<file path="src/rtl/dbgc_pkg.sv">
// Purpose: Shared constants for the debug bus comparator block.
// Assumes: Register index times four gives the APB byte address.
// Notes: Sequencer state type lives here for all files.
package dbgc_pkg;
  // Register indices
  localparam logic [5:0] IDX_CONTROL_ONE = 6'h20;
  localparam logic [5:0] IDX_CONTROL_TWO = 6'h21;
  localparam logic [5:0] IDX_STATUS = 6'h22;
  localparam logic [5:0] IDX_COMP_CONTROL = 6'h28;
  localparam logic [5:0] IDX_ADDR_HIGH = 6'h29;
  localparam logic [5:0] IDX_ADDR_MID = 6'h2A;
  localparam logic [5:0] IDX_ADDR_LOW = 6'h2B;
  localparam logic [5:0] IDX_DATA_HIGH = 6'h2C;
  localparam logic [5:0] IDX_DATA_LOW = 6'h2D;
  localparam logic [5:0] IDX_DATA_HIGH_MASK = 6'h2E;
  localparam logic [5:0] IDX_DATA_LOW_MASK = 6'h2F;
  // Control one fields
  localparam int C1_ARM = 7;
  localparam int C1_FIRE = 6;
  localparam int C1_BRK = 5;
  localparam int C1_TRACE = 4;
  localparam int C1_SEL_LSB = 0;
  // Comparator control fields
  localparam int CC_ENABLE = 0;
  localparam int CC_TAG = 1;
  localparam int CC_DIR_READ = 2;
  localparam int CC_DIR_CHECK = 3;
  localparam int CC_SIZE_BYTE = 4;
  localparam int CC_SIZE_CHECK = 5;
  localparam int CC_DIFF = 6;
  // Status fields
  localparam int ST_FINAL = 0;
  localparam int ST_MATCH_LSB = 1;
  localparam int ST_ARMED = 4;
  // Reset values
  localparam logic [7:0] CONTROL_ONE_RST = 8'h00;
  localparam logic [7:0] CONTROL_TWO_RST = 8'h00;
  localparam logic [7:0] COMP_CONTROL_RST = 8'h00;
  localparam logic [7:0] DATA_RST = 8'h00;
  localparam logic [7:0] MASK_RST = 8'h00;
  // Selector and range codes
  localparam logic [1:0] SEL_A = 2'h0;
  localparam logic [1:0] SEL_NONE = 2'h3;
  localparam logic [1:0] RANGE_INSIDE = 2'h1;
  localparam logic [1:0] RANGE_OUTSIDE = 2'h2;
  // Sequencer states
  typedef enum logic [1:0] {SEQ_IDLE, SEQ_WAIT, SEQ_FINAL} dbgc_seq_e;
endpackage

</file>
<file path="src/rtl/dbgc_bus_if.sv">
// Purpose: Carries the qualified core bus cycle to the comparators.
// Assumes: One bus cycle per clock when valid is high.
// Notes: Byte data rides on bits 15:8.
`timescale 1ns/100ps
`default_nettype none
interface dbgc_bus_if #(parameter int ADDR_W = 18);
  logic [ADDR_W-1:0] addr;
  logic [15:0] data;
  logic valid;
  logic read;
  logic byte_acc;
  modport src (output addr, data, valid, read, byte_acc);
  modport snk (input addr, data, valid, read, byte_acc);
endinterface
`default_nettype wire

</file>
<file path="src/rtl/dbgc_comparator.sv">
// Purpose: One address comparator with optional size and data checks.
// Assumes: Control byte layout from the package.
// Notes: Outputs are combinational; the top registers results.
`timescale 1ns/100ps
`default_nettype none
module dbgc_comparator
  import dbgc_pkg::*;
#(
  parameter int ADDR_W = 18,
  parameter bit HAS_SIZE = 1'b0,
  parameter bit HAS_DATA = 1'b0
)
(
  // Bus cycle
  dbgc_bus_if.snk bus,
  // Settings
  input wire logic [7:0] ctrl,
  input wire logic [ADDR_W-1:0] cmp_addr,
  input wire logic [15:0] cmp_data,
  input wire logic [15:0] cmp_mask,
  input wire logic range_mode,
  // Results
  output logic addr_eq,
  output logic addr_lt,
  output logic addr_gt,
  output logic qual_ok
);
  logic dir_ok;
  logic size_ok;
  logic data_ok;
  logic [15:0] diff_bits;

  // Address relations; equal, below and above for range use
  assign addr_eq = bus.addr == cmp_addr;
  assign addr_lt = bus.addr < cmp_addr;
  assign addr_gt = bus.addr > cmp_addr;

  // Direction and size qualifiers
  assign dir_ok = !ctrl[CC_DIR_CHECK] || (bus.read == ctrl[CC_DIR_READ]);
  assign size_ok = !HAS_SIZE || range_mode || !ctrl[CC_SIZE_CHECK]
    || (bus.byte_acc == ctrl[CC_SIZE_BYTE]);

  // Masked data compare; high byte is the lower address
  assign diff_bits = (bus.data ^ cmp_data) & cmp_mask;
  assign data_ok = !HAS_DATA ? 1'b1
    : (ctrl[CC_DIFF] ? |diff_bits : ~|diff_bits);

  // Tagged mode drops all qualifiers
  assign qual_ok = ctrl[CC_TAG] ? 1'b1 : (dir_ok && size_ok && data_ok);
endmodule
`default_nettype wire

</file>
<file path="src/rtl/dbgc_sequencer.sv">
// Purpose: Reduced state sequencer reaching the final state.
// Assumes: Hits arrive already gated by arming.
// Notes: Final holds until software disarms.
`timescale 1ns/100ps
`default_nettype none
module dbgc_sequencer
  import dbgc_pkg::*;
(
  // Clock and reset
  input wire logic pclk,
  input wire logic presetn,
  // Control
  input wire logic armed,
  input wire logic fire,
  input wire logic [2:0] hit,
  input wire logic brk_en,
  input wire logic trace_en,
  input wire logic secure,
  // Results
  output logic final_reg,
  output logic brk_reg,
  output logic trace_reg
);
  dbgc_seq_e state_reg;
  dbgc_seq_e state_next;
  logic enter_final;

  // Final entry on a hit or an immediate fire
  assign enter_final = (state_reg != SEQ_FINAL) && armed && ((|hit) || fire);

  // Next state
  always_comb
  begin
    state_next = state_reg;
    case (state_reg)
      SEQ_IDLE: if (enter_final) state_next = SEQ_FINAL;
        else if (armed) state_next = SEQ_WAIT;
      SEQ_WAIT: if (!armed) state_next = SEQ_IDLE;
        else if (enter_final) state_next = SEQ_FINAL;
      SEQ_FINAL: if (!armed) state_next = SEQ_IDLE;
      default: state_next = SEQ_IDLE;
    endcase
  end

  // State and one-cycle action pulses
  always_ff @(posedge pclk or negedge presetn)
  begin
    if (!presetn)
    begin
      state_reg <= SEQ_IDLE;
      final_reg <= 1'b0;
      brk_reg <= 1'b0;
      trace_reg <= 1'b0;
    end
    else
    begin
      state_reg <= state_next;
      final_reg <= state_next == SEQ_FINAL;
      brk_reg <= enter_final && brk_en;
      trace_reg <= enter_final && trace_en && !secure;
    end
  end
endmodule
`default_nettype wire

</file>
<file path="src/rtl/dbgc_top.sv">
// Purpose: Debug comparators, register file and match routing.
// Assumes: APB slave; core bus signals synchronous to pclk.
// Notes: One wait state on every APB access.
//
// Chosen here: the APB slave port.
`timescale 1ns/100ps
`default_nettype none
module dbgc_top
  import dbgc_pkg::*;
#(
  parameter int ADDR_W = 18
)
(
  // Clock and reset
  input wire logic pclk,
  input wire logic presetn,
  // APB slave
  input wire logic psel,
  input wire logic penable,
  input wire logic pwrite,
  input wire logic [7:0] paddr,
  input wire logic [31:0] pwdata,
  output logic [31:0] prdata,
  output logic pready,
  output logic pslverr,
  // Core bus
  input wire logic [ADDR_W-1:0] core_addr,
  input wire logic [15:0] core_data,
  input wire logic core_valid,
  input wire logic core_read,
  input wire logic core_byte,
  input wire logic core_fetch,
  // Core state and tag return
  input wire logic core_bdm_active,
  input wire logic core_secure,
  input wire logic [2:0] core_taghit,
  // Debug outputs
  output logic [2:0] tag_attach,
  output logic [2:0] match_out,
  output logic final_state,
  output logic breakpoint_req,
  output logic trace_start
);
  localparam int HI_W = ADDR_W - 16;

  dbgc_bus_if #(.ADDR_W(ADDR_W)) bus_if ();

  // Registers
  logic [7:0] control_one_reg;
  logic [7:0] control_two_reg;
  logic [7:0] comp_control_reg [3];
  logic [ADDR_W-1:0] compare_address_reg [3];
  logic [7:0] data_high_compare_reg;
  logic [7:0] data_low_compare_reg;
  logic [7:0] data_high_compare_mask_reg;
  logic [7:0] data_low_compare_mask_reg;
  logic [2:0] match_flags_reg;
  logic fire_reg;
  logic [2:0] tag_attach_reg;
  logic [2:0] match_out_reg;
  logic [31:0] prdata_reg;
  logic pready_reg;
  logic pslverr_reg;

  // Comparator results
  logic [2:0] eq;
  logic [2:0] lt;
  logic [2:0] gt;
  logic [2:0] qual;
  logic [2:0] en;
  logic [2:0] tag;

  // Decode wires
  logic [5:0] idx;
  logic [1:0] sel;
  logic armed;
  logic sel_a;
  logic sel_ok;
  logic access;
  logic commit;
  logic wr;
  logic mapped;
  logic wr_c1;
  logic wr_c2;
  logic wr_locked;
  logic [7:0] wbyte;
  logic [7:0] rbyte;
  logic [1:0] range_sel;
  logic range_on;
  logic in_range;
  logic out_range;
  logic range_hit;
  logic [2:0] forced;
  logic [2:0] tag_now;
  logic [2:0] match_now;
  logic [2:0] taghit_ok;
  logic [2:0] hit;

  // Byte of a stored address, by register index
  function automatic logic [7:0] addr_byte(input logic [ADDR_W-1:0] a,
                                           input logic [5:0] i);
    logic [7:0] r;
    r = 8'h00;
    if (i == IDX_ADDR_HIGH)
      r[HI_W-1:0] = a[ADDR_W-1:16];
    else if (i == IDX_ADDR_MID)
      r = a[15:8];
    else if (i == IDX_ADDR_LOW)
      r = a[7:0];
    return r;
  endfunction

  // Bus cycle presented to the comparators, muted in background debug
  assign bus_if.addr = core_addr;
  assign bus_if.data = core_data;
  assign bus_if.valid = core_valid && !core_bdm_active;
  assign bus_if.read = core_read;
  assign bus_if.byte_acc = core_byte;

  // Three comparators; only A carries data, only A and B size
  for (genvar g = 0; g < 3; g++)
  begin : g_cmp
    dbgc_comparator #(
      .ADDR_W(ADDR_W),
      .HAS_SIZE(g < 2),
      .HAS_DATA(g == 0)
    ) u_cmp (
      .bus(bus_if.snk),
      .ctrl(comp_control_reg[g]),
      .cmp_addr(compare_address_reg[g]),
      .cmp_data({data_high_compare_reg, data_low_compare_reg}),
      .cmp_mask({data_high_compare_mask_reg, data_low_compare_mask_reg}),
      .range_mode(range_on),
      .addr_eq(eq[g]),
      .addr_lt(lt[g]),
      .addr_gt(gt[g]),
      .qual_ok(qual[g])
    );
    assign en[g] = comp_control_reg[g][CC_ENABLE];
    assign tag[g] = comp_control_reg[g][CC_TAG];
  end

  // Range decode; A supplies direction, data and tag for the pair
  assign range_sel = control_two_reg[1:0];
  assign range_on = (range_sel == RANGE_INSIDE) || (range_sel == RANGE_OUTSIDE);
  assign in_range = gt[0] && lt[1];
  assign out_range = lt[0] || gt[1];
  assign range_hit = bus_if.valid && en[0] && en[1] && qual[0]
    && ((range_sel == RANGE_INSIDE) ? in_range : out_range);

  // Forced matches on the bus cycle itself
  assign forced[0] = range_on ? (range_hit && !tag[0])
    : (bus_if.valid && en[0] && !tag[0] && eq[0] && qual[0]);
  assign forced[1] = !range_on && bus_if.valid && en[1] && !tag[1] && eq[1] && qual[1];
  assign forced[2] = bus_if.valid && en[2] && !tag[2] && eq[2] && qual[2];

  // Tags attach to fetched opcodes at the exact address, or anywhere inside or outside the range, per range_sel, for A in range mode
  assign tag_now[0] = core_fetch && (range_on ? (range_hit && tag[0])
    : (bus_if.valid && en[0] && tag[0] && eq[0]));
  assign tag_now[1] = core_fetch && !range_on && bus_if.valid && en[1] && tag[1] && eq[1];
  assign tag_now[2] = core_fetch && bus_if.valid && en[2] && tag[2] && eq[2];

  // Tag hits count only when the core executes the tagged opcode
  assign taghit_ok = core_taghit & tag & en & {3{!core_bdm_active}};
  assign match_now = forced | taghit_ok;
  assign hit = armed ? match_now : 3'h0;

  // APB decode
  assign idx = paddr[7:2];
  assign sel = control_one_reg[C1_SEL_LSB +: 2];
  assign armed = control_one_reg[C1_ARM];
  assign sel_a = sel == SEL_A;
  assign sel_ok = sel != SEL_NONE;
  assign access = psel && penable && !pready_reg;
  assign commit = psel && penable && pready_reg;
  assign wr = commit && pwrite;
  assign wbyte = pwdata[7:0];
  assign wr_c1 = wr && (idx == IDX_CONTROL_ONE);
  assign wr_c2 = wr && (idx == IDX_CONTROL_TWO) && !armed;
  assign wr_locked = wr && !armed && sel_ok;
  assign mapped = (idx >= IDX_CONTROL_ONE && idx <= IDX_STATUS)
    || (idx >= IDX_COMP_CONTROL && idx <= IDX_DATA_LOW_MASK);

  // Read data selection; data registers hidden unless A is selected
  always_comb
  begin
    rbyte = 8'h00;
    case (idx)
      IDX_CONTROL_ONE: rbyte = control_one_reg;
      IDX_CONTROL_TWO: rbyte = control_two_reg;
      IDX_STATUS:
      begin
        rbyte[ST_FINAL] = final_state;
        rbyte[ST_MATCH_LSB +: 3] = match_flags_reg;
        rbyte[ST_ARMED] = armed;
      end
      IDX_COMP_CONTROL: rbyte = sel_ok ? comp_control_reg[sel] : 8'h00;
      IDX_ADDR_HIGH, IDX_ADDR_MID, IDX_ADDR_LOW:
        rbyte = sel_ok ? addr_byte(compare_address_reg[sel], idx) : 8'h00;
      IDX_DATA_HIGH: rbyte = sel_a ? data_high_compare_reg : 8'h00;
      IDX_DATA_LOW: rbyte = sel_a ? data_low_compare_reg : 8'h00;
      IDX_DATA_HIGH_MASK: rbyte = sel_a ? data_high_compare_mask_reg : 8'h00;
      IDX_DATA_LOW_MASK: rbyte = sel_a ? data_low_compare_mask_reg : 8'h00;
      default: rbyte = 8'h00;
    endcase
  end

  // APB handshake: pready rises one cycle into the access phase
  always_ff @(posedge pclk or negedge presetn)
  begin
    if (!presetn)
    begin
      pready_reg <= 1'b0;
      pslverr_reg <= 1'b0;
      prdata_reg <= 32'h0000_0000;
    end
    else
    begin
      pready_reg <= access;
      pslverr_reg <= access && !mapped;
      prdata_reg <= (access && !pwrite) ? {24'h00_0000, rbyte} : 32'h0000_0000;
    end
  end

  // Global controls; fire bit is a write pulse, never stored
  always_ff @(posedge pclk or negedge presetn)
  begin
    if (!presetn)
    begin
      control_one_reg <= CONTROL_ONE_RST;
      control_two_reg <= CONTROL_TWO_RST;
      fire_reg <= 1'b0;
    end
    else
    begin
      if (wr_c1)
        control_one_reg <= {wbyte[7], 1'b0, wbyte[5:0]};
      if (wr_c2)
        control_two_reg <= wbyte;
      fire_reg <= wr_c1 && wbyte[C1_FIRE] && wbyte[C1_ARM];
    end
  end

  // Comparator control and address, written through the selector
  always_ff @(posedge pclk or negedge presetn)
  begin
    if (!presetn)
    begin
      for (int i = 0; i < 3; i++)
      begin
        comp_control_reg[i] <= COMP_CONTROL_RST;
        compare_address_reg[i] <= '0;
      end
    end
    else if (wr_locked)
    begin
      if (idx == IDX_COMP_CONTROL)
        comp_control_reg[sel] <= wbyte;
      if (idx == IDX_ADDR_HIGH)
        compare_address_reg[sel][ADDR_W-1:16] <= wbyte[HI_W-1:0];
      if (idx == IDX_ADDR_MID)
        compare_address_reg[sel][15:8] <= wbyte;
      if (idx == IDX_ADDR_LOW)
        compare_address_reg[sel][7:0] <= wbyte;
    end
  end

  // Data compare and mask registers, A only and unarmed only
  always_ff @(posedge pclk or negedge presetn)
  begin
    if (!presetn)
    begin
      data_high_compare_reg <= DATA_RST;
      data_low_compare_reg <= DATA_RST;
      data_high_compare_mask_reg <= MASK_RST;
      data_low_compare_mask_reg <= MASK_RST;
    end
    else if (wr_locked && sel_a)
    begin
      if (idx == IDX_DATA_HIGH)
        data_high_compare_reg <= wbyte;
      if (idx == IDX_DATA_LOW)
        data_low_compare_reg <= wbyte;
      if (idx == IDX_DATA_HIGH_MASK)
        data_high_compare_mask_reg <= wbyte;
      if (idx == IDX_DATA_LOW_MASK)
        data_low_compare_mask_reg <= wbyte;
    end
  end

  // Sticky match flags; arming clears them, since hit is zero while unarmed
  always_ff @(posedge pclk or negedge presetn)
  begin
    if (!presetn)
      match_flags_reg <= 3'h0;
    else if (wr_c1 && wbyte[C1_ARM] && !armed)
      match_flags_reg <= hit;
    else
      match_flags_reg <= match_flags_reg | hit;
  end

  // Registered tag and match outputs; each match is a one-shot event
  always_ff @(posedge pclk or negedge presetn)
  begin
    if (!presetn)
    begin
      tag_attach_reg <= 3'h0;
      match_out_reg <= 3'h0;
    end
    else
    begin
      tag_attach_reg <= armed ? tag_now : 3'h0;
      match_out_reg <= hit;
    end
  end

  // Final state, breakpoint and trace start
  dbgc_sequencer u_seq (
    .pclk(pclk),
    .presetn(presetn),
    .armed(armed),
    .fire(fire_reg),
    .hit(hit),
    .brk_en(control_one_reg[C1_BRK]),
    .trace_en(control_one_reg[C1_TRACE]),
    .secure(core_secure),
    .final_reg(final_state),
    .brk_reg(breakpoint_req),
    .trace_reg(trace_start)
  );

  // Output drive
  assign prdata = prdata_reg;
  assign pready = pready_reg;
  assign pslverr = pslverr_reg;
  assign tag_attach = tag_attach_reg;
  assign match_out = match_out_reg;
endmodule
`default_nettype wire

</file>
<file path="config.mk">
export PLATFORM = sky130hd
export DESIGN_NAME = dbgc_top
export DESIGN_NICKNAME = d
export VERILOG_FILES = /design/src/rtl/dbgc_pkg.sv /design/src/rtl/dbgc_bus_if.sv /design/src/rtl/dbgc_comparator.sv /design/src/rtl/dbgc_sequencer.sv /design/src/rtl/dbgc_top.sv
export SDC_FILE = /design/constraint.sdc
export NUM_CORES = 1
export LEC_CHECK = 0
export ABC_AREA = 1
export BUFFER_PORTS_ARGS = -buffer_cell sky130_fd_sc_hd__buf_2
export CAP_MARGIN = 20
export CORE_ASPECT_RATIO = 0.7
export CORE_MARGIN = 3
export CORE_UTILIZATION = 40
export DETAILED_ROUTE_END_ITERATION = 8
export HOLD_SLACK_MARGIN = 0.05
export SLEW_MARGIN = 20
export SYNTH_ARGS = -nofsm -noshare
export SYNTH_HDL_FRONTEND = slang
export SYNTH_SLANG_ARGS = --single-unit
</file>
<file path="constraint.sdc">
create_clock -name pclk -period 2.25 [get_ports pclk]
set_clock_uncertainty 0.15 [all_clocks]
set_input_delay 0.45 -clock pclk [delete_from_list [all_inputs] [get_ports pclk]]
set_output_delay 0.45 -clock pclk [all_outputs]
set_load 0.02 [all_outputs]
</file>
Word-level counts from Yosys, hierarchy flattened
Cells that the tools add are included.
Storage, ports and cells
  flip-flop bits (word level): 150
  input bits: 88
  output and inout bits: 43
Operators by class
  magnitude comparators: 10
  eq/ne operators: 26
  multiplexer cells: 52
  bitwise gates (word level): 8
  reductions and logical operators: 96
Operator list (count)
  54-bit two-way mux: 5
  54-bit bitwise mux: 3
  18-bit demux with 2-bit select: 3
  8-bit two-way mux: 13
  6-bit equality test (second input constant): 11
  1-bit logical AND: 59
  18-bit equality test: 3
  18-bit two-way mux: 3
  5-bit one-hot mux with 9 select lines: 1
  18-bit binary-select mux with 2-bit select: 1
  18-bit greater-than comparator: 2
  18-bit less-than comparator: 2
  24-bit bitwise mux: 1
  3-bit one-hot mux with 8 select lines: 1
  16-bit bitwise AND: 1
  8-bit binary-select mux with 2-bit select: 1
  8-bit demux with 2-bit select: 1
  1-bit zero test: 16
  16-bit two-way mux: 1
  16-bit OR reduction: 1
  16-bit bitwise XOR: 1
  6-bit greater-or-equal comparator (second input constant): 2
  6-bit <= comparator (second input constant): 2
  2-bit two-way mux: 6
  17 further kinds: 52

Logic depth before layout (Yosys ltp)
Gate-level depths: netlist of run 1.
  depth in word-level cells: 20
  depth in mapped cells: 20
  depth with buffers taken out: 20

By module
From an unflattened synthesis of run 1, not the netlist that was laid out.
Second synthesis, totals
  cell total of the unflattened synthesis: 1377
  area total of the unflattened synthesis: 9688.0 µm²
Modules (own cells, without submodules)
  dbgc_top: times used 1, cells an instance 982, area an instance 7450.9 µm², seq. area each 3628.5 µm²
  dbgc_comparator at g_cmp[0].u_cmp: times used 1, cells an instance 177, area an instance 879.6 µm², seq. area each 0.0 µm²
  dbgc_comparator at g_cmp[1].u_cmp: times used 1, cells an instance 100, area an instance 588.1 µm², seq. area each 0.0 µm²
  dbgc_comparator at g_cmp[2].u_cmp: times used 1, cells an instance 95, area an instance 564.3 µm², seq. area each 0.0 µm²
  dbgc_sequencer: times used 1, cells an instance 23, area an instance 205.2 µm², seq. area each 125.1 µm²

Least setup slack after synthesis of run 1
Ideal clock, no wire load.
  kind: input -> register
  start: input port core_addr[17]
  end: register u_seq.final_reg
  setup time: 0.114 ns
  data arrival time: 1.790 ns
  required time: 1.986 ns
  path slack: 0.195 ns
  stages: 16
  path buffers: 0
  cell sequence: ha_1 > nand2_1 > nor2_2 > nand2_1 > inv_1 > nand4_1 > nand3_1 > nor2_1 > nor2_1 > nor2_1 > nand2_1 > nand2_1 > nand2_1 > nand3_1 > nand2_1 > inv_1
On the way
  word-level cells in the longest chain between the ends: 15
  elaborated cells on any way between the ends: 29
  classes of those cells: 4 x order compare; 4 x eq/ne; 7 x mux; 1 x bitwise; 13 x reduce/logical
RTL lines
  from (decl): RTL line dbgc_top.sv:27  | input wire logic [ADDR_W-1:0] core_addr,
  18-bit less-than comparator or 18-bit greater-than comparator (tied branches): RTL line dbgc_comparator.sv:35, dbgc_comparator.sv:36
  1-bit logical OR or 1-bit logical AND (tied branches): RTL line dbgc_top.sv:147, dbgc_top.sv:146
  1-bit two-way mux: RTL line dbgc_top.sv:149  | && ((range_sel == RANGE_INSIDE) ? in_range : out_range);
  1-bit logical AND: RTL line dbgc_top.sv:149
  1-bit logical AND: RTL line dbgc_top.sv:152  | assign forced[0] = range_on ? (range_hit && !tag[0])
  1-bit two-way mux: RTL line dbgc_top.sv:152
  3-bit OR (*): RTL line dbgc_top.sv:165  | assign match_now = forced | taghit_ok;
  3-bit two-way mux (*): RTL line dbgc_top.sv:166  | assign hit = armed ? match_now : 3'h0;
  3-bit OR reduction (*): RTL line dbgc_sequencer.sv:29  | assign enter_final = (state_reg != SEQ_FINAL) && armed && ((|hit) || fire);
  1-bit logical OR (*): RTL line dbgc_sequencer.sv:29
  1-bit logical AND (*): RTL line dbgc_sequencer.sv:29
  2-bit two-way mux: RTL line dbgc_sequencer.sv:39  | else if (enter_final) state_next = SEQ_FINAL;
  2-bit two-way mux: RTL line dbgc_sequencer.sv:38  | SEQ_WAIT: if (!armed) state_next = SEQ_IDLE;
  2-bit one-hot mux with 3 select lines (*): RTL line dbgc_sequencer.sv:35  | case (state_reg)
  2-bit equality test (*): RTL line dbgc_sequencer.sv:58  | final_reg <= state_next == SEQ_FINAL;
  to (signal assigned): RTL line dbgc_sequencer.sv:51  | final_reg <= 1'b0;
  to (signal assigned): RTL line dbgc_sequencer.sv:58
  to (decl): RTL line dbgc_sequencer.sv:20  | output logic final_reg,
Mark *: on every way between the ends. The rest lies on a longest branch, timed or not.
A chain may end at the register's enable or synchronous reset.

Final worst setup path of run 1
  start: register compare_address_reg[40] (netlist bit)
  end: register u_seq.state_reg[1]
On the way
  word-level cells in the longest chain between the ends: 14
  elaborated cells on any way between the ends: 20
  classes of those cells: 2 x order compare; 1 x eq/ne; 7 x mux; 1 x bitwise; 9 x reduce/logical
RTL lines
  from (decl): RTL line dbgc_top.sv:52  | logic [ADDR_W-1:0] compare_address_reg [3];
  from (signal, indexed assignment): RTL line dbgc_top.sv:260  | compare_address_reg[sel][ADDR_W-1:16] <= wbyte[HI_W-1:0];
  from (signal, indexed assignment): RTL line dbgc_top.sv:262  | compare_address_reg[sel][15:8] <= wbyte;
  from (signal, indexed assignment): RTL line dbgc_top.sv:264  | compare_address_reg[sel][7:0] <= wbyte;
  18-bit less-than comparator or 18-bit greater-than comparator (tied branches): RTL line dbgc_comparator.sv:35, dbgc_comparator.sv:36
  1-bit logical OR or 1-bit logical AND (tied branches): RTL line dbgc_top.sv:147, dbgc_top.sv:146
  1-bit two-way mux: RTL line dbgc_top.sv:149
  1-bit logical AND: RTL line dbgc_top.sv:149
  1-bit logical AND: RTL line dbgc_top.sv:152
  1-bit two-way mux (*): RTL line dbgc_top.sv:152
  3-bit OR (*): RTL line dbgc_top.sv:165
  3-bit two-way mux (*): RTL line dbgc_top.sv:166
  3-bit OR reduction (*): RTL line dbgc_sequencer.sv:29
  1-bit logical OR (*): RTL line dbgc_sequencer.sv:29
  1-bit logical AND (*): RTL line dbgc_sequencer.sv:29
  2-bit two-way mux: RTL line dbgc_sequencer.sv:39
  2-bit two-way mux: RTL line dbgc_sequencer.sv:38
  2-bit one-hot mux with 3 select lines (*): RTL line dbgc_sequencer.sv:35
  via u_seq.state_next[1]: RTL line dbgc_sequencer.sv:25  | dbgc_seq_e state_next;
  to (signal assigned): RTL line dbgc_sequencer.sv:57  | state_reg <= state_next;
  to (decl): RTL line dbgc_sequencer.sv:24  | dbgc_seq_e state_reg;
Mark *: on every way through the listed nets, which the timed path passes. The rest lies on a longest branch.

==> metrics, run 1 <==
outcome=finished with violations; failing checks=setup timing; post-layout util=0.543; DRC errors left=0; vias per inst=approximately 5; TritonCTS clock tree=yes; Core ar.=between 20000 and 25000 um^2; crit path max fanout=5; CP Cell Sequence=inv_2 -> ha_4 -> nand2_4 -> nor2_4 -> nand2_2 -> inv_2 -> nand4_1 -> nand3_1 -> nor2_1 -> nor2_2 -> nor2_2 -> nand2_1 -> nand2_2 -> nand2_4 -> nand3_2 -> nand2_2 -> inv_1; most frequent cells in the layout=nand2_1, dfrtp_1, buf_4; post-DP HPWL=between 20000 and 25000 um; Die X=~180 um; min Tclk post-route=between 2 and 2.5 ns; CP max stage delay=about 0.36 ns; synth unique cells=41; Worst-Skew Late Latency=about 0.43 ns; I/O Pins=roughly 130; Initial Util=0.410; Longest Clk Path Bufs=2; FMAX=428 MHz; routed length per instance=17.1 um; Post-DP Area=approximately 10000 um^2; crit share post-route=1.04; worst endpoint data arrival time=about 2.5 ns; Final WS setup=-0.0842 ns; Placed Instances=about 1600; Syn Area/Cell=around 7.6 um^2; clock sink count=150; Slowest cell on crit path=dfrtp_1; routability cong.=0.953; First DRT Iteration DRCs=between 700 and 800; final setup violation count=6; CP most frequent cell=nand2_2; overall routed net length=approximately 28000 um; vias=8118; commonest non-fill, non-tap cell in the layout=nand2_1; clock-pin slew on the worst setup and hold paths=~0.060 ns; Hold Fails Final Rpt=0; proportion of layout cells with a drive suffix above 1=0.277; Rel. slew slack=0.508; worst vdd ir=0.000455 V; HP Class=input port to flip-flop; NumNets Final=about 1500; Syn Std Cell Area=between 8000 and 9000 um^2; critical path's top delay family=simple AND/OR/NAND/NOR gates; Yosys warnings=0; slew at the pin closest to its max-slew limit=roughly 0.74 ns; footprint of the multi-input gates=4440 um^2; final hold slack=0.111 ns; FP Rows=between 40 and 50; CTS Buf Count=17; PortBufs=80; wl on met1=between 10000 and 15000 um; GRT Total Usage=0.237; met3 wire length=2160 um; Mapped Cells=between 1000 and 1500; filler instances=around 2000; vias in the first global route=7537; area growth from synthesis to layout=32.2%; Power Density=roughly 560 nW/um^2; initial antenna violation count=0; critical path class=flip-flop to flip-flop; largest net degree at the start of global routing=54; Root Driver=clkbuf_16; Critical Path Start Type=flip-flop; CTS H-tree lvls=4; die span in y=129 um; CP Buf/Inv Count=3; max reg flops=between 50 and 60; # diodes=0; register area share after synthesis=0.437; GR Overflow Total=0; crit path capture type=flip-flop; sequential cell area=between 3000 and 4000 um^2; top sig layer=met4; Yosys reg bits=150; fin area=roughly 11000 um^2; WL met2=about 12000 um; first-pass GRT wire length=42400 um; Lkg Pwr=5.37 nW; Non-Filler Instances=about 1600; Req. time, crit path=approximately 2.4 ns; die area=approximately 23000 um^2; Pwr Total=about 6.3 mW; Pins Over Slew Limit=0; Pre-Repair DR Iteration Count=5; Antenna Violating Nets Remaining=0; Max-Cap Viols=0; unrepaired setup endpoints after global routing=true
==> final timing paths <==
check / startpoint / to / slack, ns / cells past startpoint
worst max-delay path: compare_address_reg[40]$_DFFE_PN0P_ / u_seq.state_reg[1]$_DFF_PN0_ / -0.08 / 17
worst min-delay path: core_secure / u_seq.trace_reg$_DFF_PN0_ / 0.11 / 4
min in group asynchronous: presetn / compare_address_reg[32]$_DFFE_PN0P_ / 0.38 / 2
worst max register to register: compare_address_reg[40]$_DFFE_PN0P_ / u_seq.state_reg[1]$_DFF_PN0_ / -0.08 / 17
worst min register to register: pready$_DFF_PN0_ / pready$_DFF_PN0_ / 0.32 / 1
max in group asynchronous: presetn / compare_address_reg[21]$_DFFE_PN0P_ / 0.90 / 3
==> worst register-to-register path, stage by stage (launching register included) <==
cell	delay, ns
dfrtp_1	0.36
inv_2	0.06
ha_4	0.27
nand2_4	0.06
nor2_4	0.16
nand2_2	0.12
inv_2	0.07
nand4_1	0.17
nand3_1	0.14
nor2_1	0.06
nor2_2	0.12
nor2_2	0.06
nand2_1	0.07
nand2_2	0.07
nand2_4	0.09
nand3_2	0.08
nand2_2	0.09
inv_1	0.04
==> kinds of logic after synthesis <==
family,Yosys count,share of synthesized area
compound gates,236,0.156
xor+xnor,14,0.0143
fa+ha+maj,37,0.0539
buf+inv,211,0.106
flops,150,0.437
other cells,1,0.000437
simple gates,478,0.232
==> synth_stat cells (all sizes together) <==
| master | instances | area share |
|---|---|---|
| a211o | 1 | 0.0010 |
| o2bb2ai | 2 | 0.0020 |
| a41oi | 5 | 0.0051 |
| a31o | 1 | 0.0010 |
| o221ai | 9 | 0.0092 |
| nor3b | 1 | 0.00087 |
| or2 | 5 | 0.0036 |
| a21o | 4 | 0.0035 |
| a21oi | 27 | 0.016 |
| xnor2 | 9 | 0.0092 |
| inv | 157 | 0.069 |
| conb | 1 | 0.00044 |
| a22o | 4 | 0.0041 |
| o31ai | 1 | 0.00087 |
| nand3 | 30 | 0.017 |
| a221oi | 2 | 0.0020 |
| ha | 37 | 0.054 |
| o22ai | 15 | 0.011 |
| nand4 | 10 | 0.0073 |
| a31oi | 1 | 0.00073 |
| buf | 42 | 0.032 |
| a22oi | 7 | 0.0061 |
| dfrtp | 150 | 0.44 |
| nor3 | 8 | 0.0052 |
| o21a | 3 | 0.0026 |
| o21ai | 148 | 0.086 |
| o211ai | 6 | 0.0052 |
| nor2 | 80 | 0.044 |
| clkbuf | 12 | 0.0052 |
| xor2 | 5 | 0.0051 |
| nor4 | 1 | 0.00073 |
| nand2 | 343 | 0.15 |
==> metal layers <==
layer / vias to the layer above / GRT usage
met5: - / 0
met4: 0 / 0.0506
met3: 30 / 0.0568
met2: 285 / 0.336
met1: 3784 / 0.365
li1: 4019 / -
==> layout make-up <==
class,instances,area share
Sequential cell,150,0.331
Multi-Input combinational cell,789,0.391
Timing Repair Buffer,221,0.141
Tap cell,276,0.0304
Inverter,157,0.0519
Clock buffer,20,0.0393
Clock inverter,12,0.0155
==> what timing repair did <==
action	in CTS	in global routing
hold endpoints to repair	38	0
resized for setup	44	55
setup endpoints to repair	8	9
buffers inserted	3	13
hold buffers	1	0
pin swaps	26	34
==> power by group <==
part / switching (mW) / internal, mW / leakage [nW]
clock network: 1.19 / 1.89 / 0.300
logic: 0.367 / 0.197 / 3.00
registers: 0.00518 / 2.70 / 2.06
==> per-stage QoR <==
stage                     worst slack [ns]  TNS, ns
after detailed placement            -0.397    -2.92
after floorplan                      0.195        0
after global routing                -0.199    -1.24
final                              -0.0842   -0.231
after CTS                          -0.0880   -0.247
after global placement              -0.346    -2.45
(Power assumes the default switching activity.)
==> run 2, diff against run 1 <==
--- a/config.mk
+++ b/config.mk
@@ -12,7 +12,7 @@
 export CORE_MARGIN = 3
 export CORE_UTILIZATION = 40
 export DETAILED_ROUTE_END_ITERATION = 8
-export HOLD_SLACK_MARGIN = 0.05
+export HOLD_SLACK_MARGIN = 0.02
 export SLEW_MARGIN = 20
 export SYNTH_ARGS = -nofsm -noshare
 export SYNTH_HDL_FRONTEND = slang
==> constraint.sdc (replaced) <==
create_clock -name pclk -period 2.25 [get_ports pclk]
set_clock_uncertainty 0.15 [all_clocks]
set_input_delay 0.675 -clock pclk [delete_from_list [all_inputs] [get_ports pclk]]
set_output_delay 0.675 -clock pclk [all_outputs]
set_load 0.02 [all_outputs]
==> metrics, run 2 (synthesis gave the netlist of run 1 again) <==
crit path max fanout=5; initial antenna violation count=0; Longest Clk Path Bufs=2; First DRT Iteration DRCs=approximately 840; vias in the first global route=~7700; Final WS setup=-0.0836 ns; critical path class=flip-flop to flip-flop; FMAX=between 400 and 500 MHz; Critical Path Start Type=flip-flop; proportion of layout cells with a drive suffix above 1=0.275; NumNets Final=1473; crit share post-route=1.04; commonest non-fill, non-tap cell in the layout=nand2_1; critical path's top delay family=simple AND/OR/NAND/NOR gates; post-layout util=0.539; FP Rows=between 40 and 50; final setup violation count=8; HP Class=input port to flip-flop; Initial Util=0.410; most frequent cells in the layout=nand2_1, dfrtp_1, buf_4; failing checks=setup timing; I/O Pins=about 130; Core ar.=20900 um^2; CTS H-tree lvls=4; CP Cell Sequence=inv_2 -> ha_4 -> a21o_1 -> nor2_1 -> nand2_1 -> nor2_2 -> nand3_1 -> nor2_1 -> nor2_2 -> nor2_1 -> nand2_1 -> nand2_2 -> nand2_4 -> nand2_1 -> nand2_1 -> nor2_1; post-DP HPWL=~20000 um; Placed Instances=1594; Die X=between 150 and 200 um; # diodes=0; vias=a little over 8000; Req. time, crit path=2.46 ns; outcome=finished with violations; min Tclk post-route=between 2 and 2.5 ns; largest net degree at the start of global routing=33; clock sink count=150; crit path capture type=flip-flop; GR Overflow Total=0; clock-pin slew on the worst setup and hold paths=approximately 0.070 ns; Worst-Skew Late Latency=0.44 ns; die span in y=around 130 um; Hold Fails Final Rpt=0; first-pass GRT wire length=42800 um; Pwr Total=about 6.2 mW; Lkg Pwr=5.40 nW; die area=between 20000 and 25000 um^2; slew at the pin closest to its max-slew limit=roughly 0.49 ns; worst endpoint data arrival time=roughly 2.6 ns; Rel. slew slack=0.668; vias per inst=slightly above 5; Pre-Repair DR Iteration Count=5; routed length per instance=16.9 um; overall routed net length=around 28000 um; Root Driver=clkbuf_16; GRT Total Usage=0.238; worst vdd ir=0.000485 V; FF-to-FF path depth=16; Non-Filler Instances=between 1500 and 2000; CP Depth=16; setup TNS=-0.296 ns; Antenna Violating Nets Remaining=0; unrepaired setup endpoints after global routing=true; WHS Path Cells=4; Pins Over Slew Limit=0; PortBufs=80; CTS Buf Count=17; area growth from synthesis to layout=31.4%; Slowest cell on crit path=dfrtp_1; final hold slack=between 0.3 and 0.4 ns; routability cong.=0.910; TritonCTS clock tree=yes; CP max stage delay=approximately 0.39 ns; DRC errors left=0; max reg flops=54; CP Buf/Inv Count=1; Max-Cap Viols=0; Power Density=about 550 nW/um^2
==> run 2: cell count changes in the layout (fill, tap and decap cells not counted), moves of 3 or more <==
cell      before  now
buf_4        126  144
nand2_1      311  316
buf_6          6    2
ha_1          17   21
ha_4          20   16
nor2_1        51   55
clkinv_2       3    0
inv_6          1    4
nand2_2       28   25
==> run 2: area by class of cell <==
class,count,area (um^2)
fillers,2006,9640
multi-input cells,789,4350
flip-flops and latches,150,3750
repair buffers,233,1650
inverters,157,589
clock buffers,18,429
well taps,276,345
clock inverters,14,166
==> run 2: final timing paths <==
path	slack [ns]	startpoint	endpoint
min reg2reg	0.33	pready$_DFF_PN0_	pready$_DFF_PN0_
max in group asynchronous	0.81	presetn	data_high_compare_reg[7]$_DFFE_PN0P_
max	-0.08	compare_address_reg[35]$_DFFE_PN0P_	u_seq.brk_reg$_DFF_PN0_
min in group asynchronous	0.56	presetn	match_out[2]$_DFF_PN0_
min	0.32	core_secure	u_seq.trace_reg$_DFF_PN0_
max reg2reg	-0.08	compare_address_reg[35]$_DFFE_PN0P_	u_seq.brk_reg$_DFF_PN0_
==> run 2: worst min-delay path: cells and delay by family <==
| family | cells | cell delay [ns] |
|---|---|---|
| buffers and inverters | 2 | 0.11 |
| and+or+nand+nor | 2 | 0.08 |
==> run 2: timing repair <==
item / in CTS / in global routing
resized for setup: 46 / 30
hold endpoints to repair: 24 / 0
hold buffers: 1 / 0
setup endpoints to repair: 7 / 10
setup buffers: 8 / 3
pin swaps: 22 / 21
==> run 2: where the power goes <==
| part | leakage [nW] | total, mW | switching [mW] | internal (mW) |
|---|---|---|---|---|
| combinational | 3.06 | 0.569 | 0.363 | 0.206 |
| sequential | 2.06 | 2.71 | 0.00483 | 2.70 |
| clock | 0.282 | 2.93 | 1.26 | 1.67 |
==> run 2: metal layers <==
metal	track usage	vias up	routed length [um]
met2	0.358	269	11900
met3	0.0630	21	2180
li1	-	4061	-
met4	0.0372	0	229
met1	0.353	3896	13300
met5	0	-	0
==> run 2: per-stage QoR <==
step           setup WS [ns]  cell area [um^2]
6_report             -0.0836             11300
4_1_cts              -0.0208             11100
2_1_floorplan        0.00388              8680
3_3_place_gp          -0.497             10300
5_1_grt               -0.212             11300
3_5_place_dp          -0.510             10300
==> run 3, diff against run 2 <==
--- a/config.mk
+++ b/config.mk
@@ -7,12 +7,14 @@
 export LEC_CHECK = 0
 export ABC_AREA = 1
 export BUFFER_PORTS_ARGS = -buffer_cell sky130_fd_sc_hd__buf_2
-export CAP_MARGIN = 20
+export CELL_PAD_IN_SITES_DETAIL_PLACEMENT = 2
+export CELL_PAD_IN_SITES_GLOBAL_PLACEMENT = 2
 export CORE_ASPECT_RATIO = 0.7
 export CORE_MARGIN = 3
-export CORE_UTILIZATION = 40
+export CORE_UTILIZATION = 33
 export DETAILED_ROUTE_END_ITERATION = 8
 export HOLD_SLACK_MARGIN = 0.02
+export PLACE_DENSITY_LB_ADDON = 0.1
 export SLEW_MARGIN = 20
 export SYNTH_ARGS = -nofsm -noshare
 export SYNTH_HDL_FRONTEND = slang
==> metrics, run 3 (synthesis gave the netlist of run 1 again) <==
outcome=finished with violations; failing checks=setup timing; Longest Clk Path Bufs=2; crit path capture type=flip-flop; FMAX=~400 MHz; min Tclk post-route=approximately 2.4 ns; routed length per instance=around 23 um; worst endpoint data arrival time=about 2.7 ns; Core ar.=between 20000 and 30000 um^2; vias per inst=around 5.2; critical path's top delay family=simple AND/OR/NAND/NOR gates; Critical Path Start Type=flip-flop; critical path class=flip-flop to flip-flop; clock-pin slew on the worst setup and hold paths=0.07 ns; CP max stage delay=0.37 ns; Root Driver=clkbuf_16; DRC errors left=0; Req. time, crit path=2.47 ns; post-place setup slack=-0.655 ns; CP Buf/Inv Count=3; post-DP HPWL=between 20000 and 30000 um; vias in the first global route=about 9500; Antenna Violating Nets Remaining=0; Final WS setup=-0.195 ns; die area=roughly 28000 um^2; Post-DP Area=around 10000 um^2; GR Overflow Total=0; Pwr Total=between 6 and 7 mW; NumNets Final=1495; overall routed net length=slightly below 40000 um; fin area=11700 um^2; FP Rows=48; Die X=199 um; commonest non-fill, non-tap cell in the layout=nand2_1; Initial Util=0.342; first-pass GRT wire length=56900 um; crit path max fanout=5; die span in y=approximately 140 um; CP most frequent cell=nand2_2; setup TNS=-1.17 ns; Max-Cap Viols=0; Slowest cell on crit path=dfrtp_1; I/O Pins=between 100 and 150; initial antenna violation count=0; most frequent cells in the layout=nand2_1, buf_4, dfrtp_1; routability cong.=0.867; Pins Over Slew Limit=0; unrepaired setup endpoints after global routing=true; area growth from synthesis to layout=35.7%; GRT Total Usage=0.270; Lkg Pwr=5.54 nW; vias=~8900; CTS Buf Count=17; First DRT Iteration DRCs=~490; proportion of layout cells with a drive suffix above 1=0.313; worst vdd ir=a little over 0.0005 V; PortBufs=80; final setup violation count=8; max reg flops=between 50 and 60; TritonCTS clock tree=yes; clock sink count=150; largest net degree at the start of global routing=between 40 and 50; CTS H-tree lvls=4; Power Density=around 540 nW/um^2; Worst-Skew Late Latency=around 0.44 ns; crit share post-route=1.09; Pre-Repair DR Iteration Count=5; Hold Fails Final Rpt=0; CP Cell Sequence=inv_2 -> ha_4 -> nand2_2 -> buf_6 -> nor2_4 -> nand2_2 -> inv_2 -> nand4_1 -> nor3_2 -> nand2_1 -> nor2_1 -> nor2_1 -> nand2_1 -> nand2_4 -> nand2_2 -> nand2_2 -> nor2_2; # diodes=0; HP Class=input port to flip-flop
==> run 3: cell count changes in the layout (fill, tap and decap cells not counted), moves of 5 or more <==
cell	before	now
nand2_2	25	35
clkinv_2	0	5
nor2_1	55	43
nand2_1	316	304
nor2_2	11	21
buf_4	144	161
==> run 3: final timing paths <==
| path | startpoint | endpoint | slack, ns | depth (start not counted) |
|---|---|---|---|---|
| hold reg to reg | compare_address_reg[37]$_DFFE_PN0P_ | compare_address_reg[37]$_DFFE_PN0P_ | 0.34 | 2 |
| setup reg to reg | compare_address_reg[49]$_DFFE_PN0P_ | u_seq.brk_reg$_DFF_PN0_ | -0.19 | 17 |
| setup / recovery | compare_address_reg[49]$_DFFE_PN0P_ | u_seq.brk_reg$_DFF_PN0_ | -0.19 | 17 |
| hold / removal | core_secure | u_seq.trace_reg$_DFF_PN0_ | 0.32 | 4 |
| min in group asynchronous | presetn | compare_address_reg[50]$_DFFE_PN0P_ | 0.60 | 2 |
| max in group asynchronous | presetn | compare_address_reg[4]$_DFFE_PN0P_ | 0.74 | 3 |
==> run 3: timing repair <==
| action | 4_1_cts | 5_1_grt |
|---|---|---|
| endpoints found under the setup margin | 12 | 21 |
| endpoints found under the hold margin | 9 | 0 |
| buffers inserted | 11 | 13 |
| cloned | 0 | 0 |
| hold buffers | 1 | 0 |
| resized for setup | 77 | 40 |
| pin swaps | 26 | 27 |
==> run 3: metal layers <==
| layer | part of all wire | GRT usage |
|---|---|---|
| met5 | 0 | 0 |
| met4 | 0.018 | 0.0639 |
| met3 | 0.039 | 0.0346 |
| met2 | 0.47 | 0.434 |
| met1 | 0.48 | 0.389 |
==> run 3: area by class of cell <==
class	count	area [um^2]
clock buffers	18	439
clock inverters	13	133
fillers	2839	13400
inverters	157	589
multi-input cells	789	4460
flip-flops and latches	150	3760
well taps	325	407
repair buffers	255	1870
==> run 3: per-stage QoR <==
| stage | instances | hold WS [ns] | util |
|---|---|---|---|
| 2_1_floorplan | 1150 | 0.229 | - |
| 3_3_place_gp | 1652 | 0.317 | 0.416 |
| 3_5_place_dp | 1652 | 0.326 | 0.416 |
| 4_1_cts | 1694 | 0.284 | 0.454 |
| 5_1_grt | 1707 | 0.351 | 0.464 |
| 6_report | 1707 | 0.320 | 0.464 |
==> run 3: worst reg2reg max path: cells and delay by family (launching register included) <==
kind / cells / cell delay [ns]
flops: 1 / 0.37
fa+ha+maj: 1 / 0.26
simple gates: 13 / 1.36
buf+inv: 3 / 0.23
==> run 3: where the power goes <==
group,total [mW],switching [mW],internal (mW)
Clock,2.91,1.26,1.65
Sequential,2.71,0.00552,2.70
Combinational,0.636,0.417,0.219
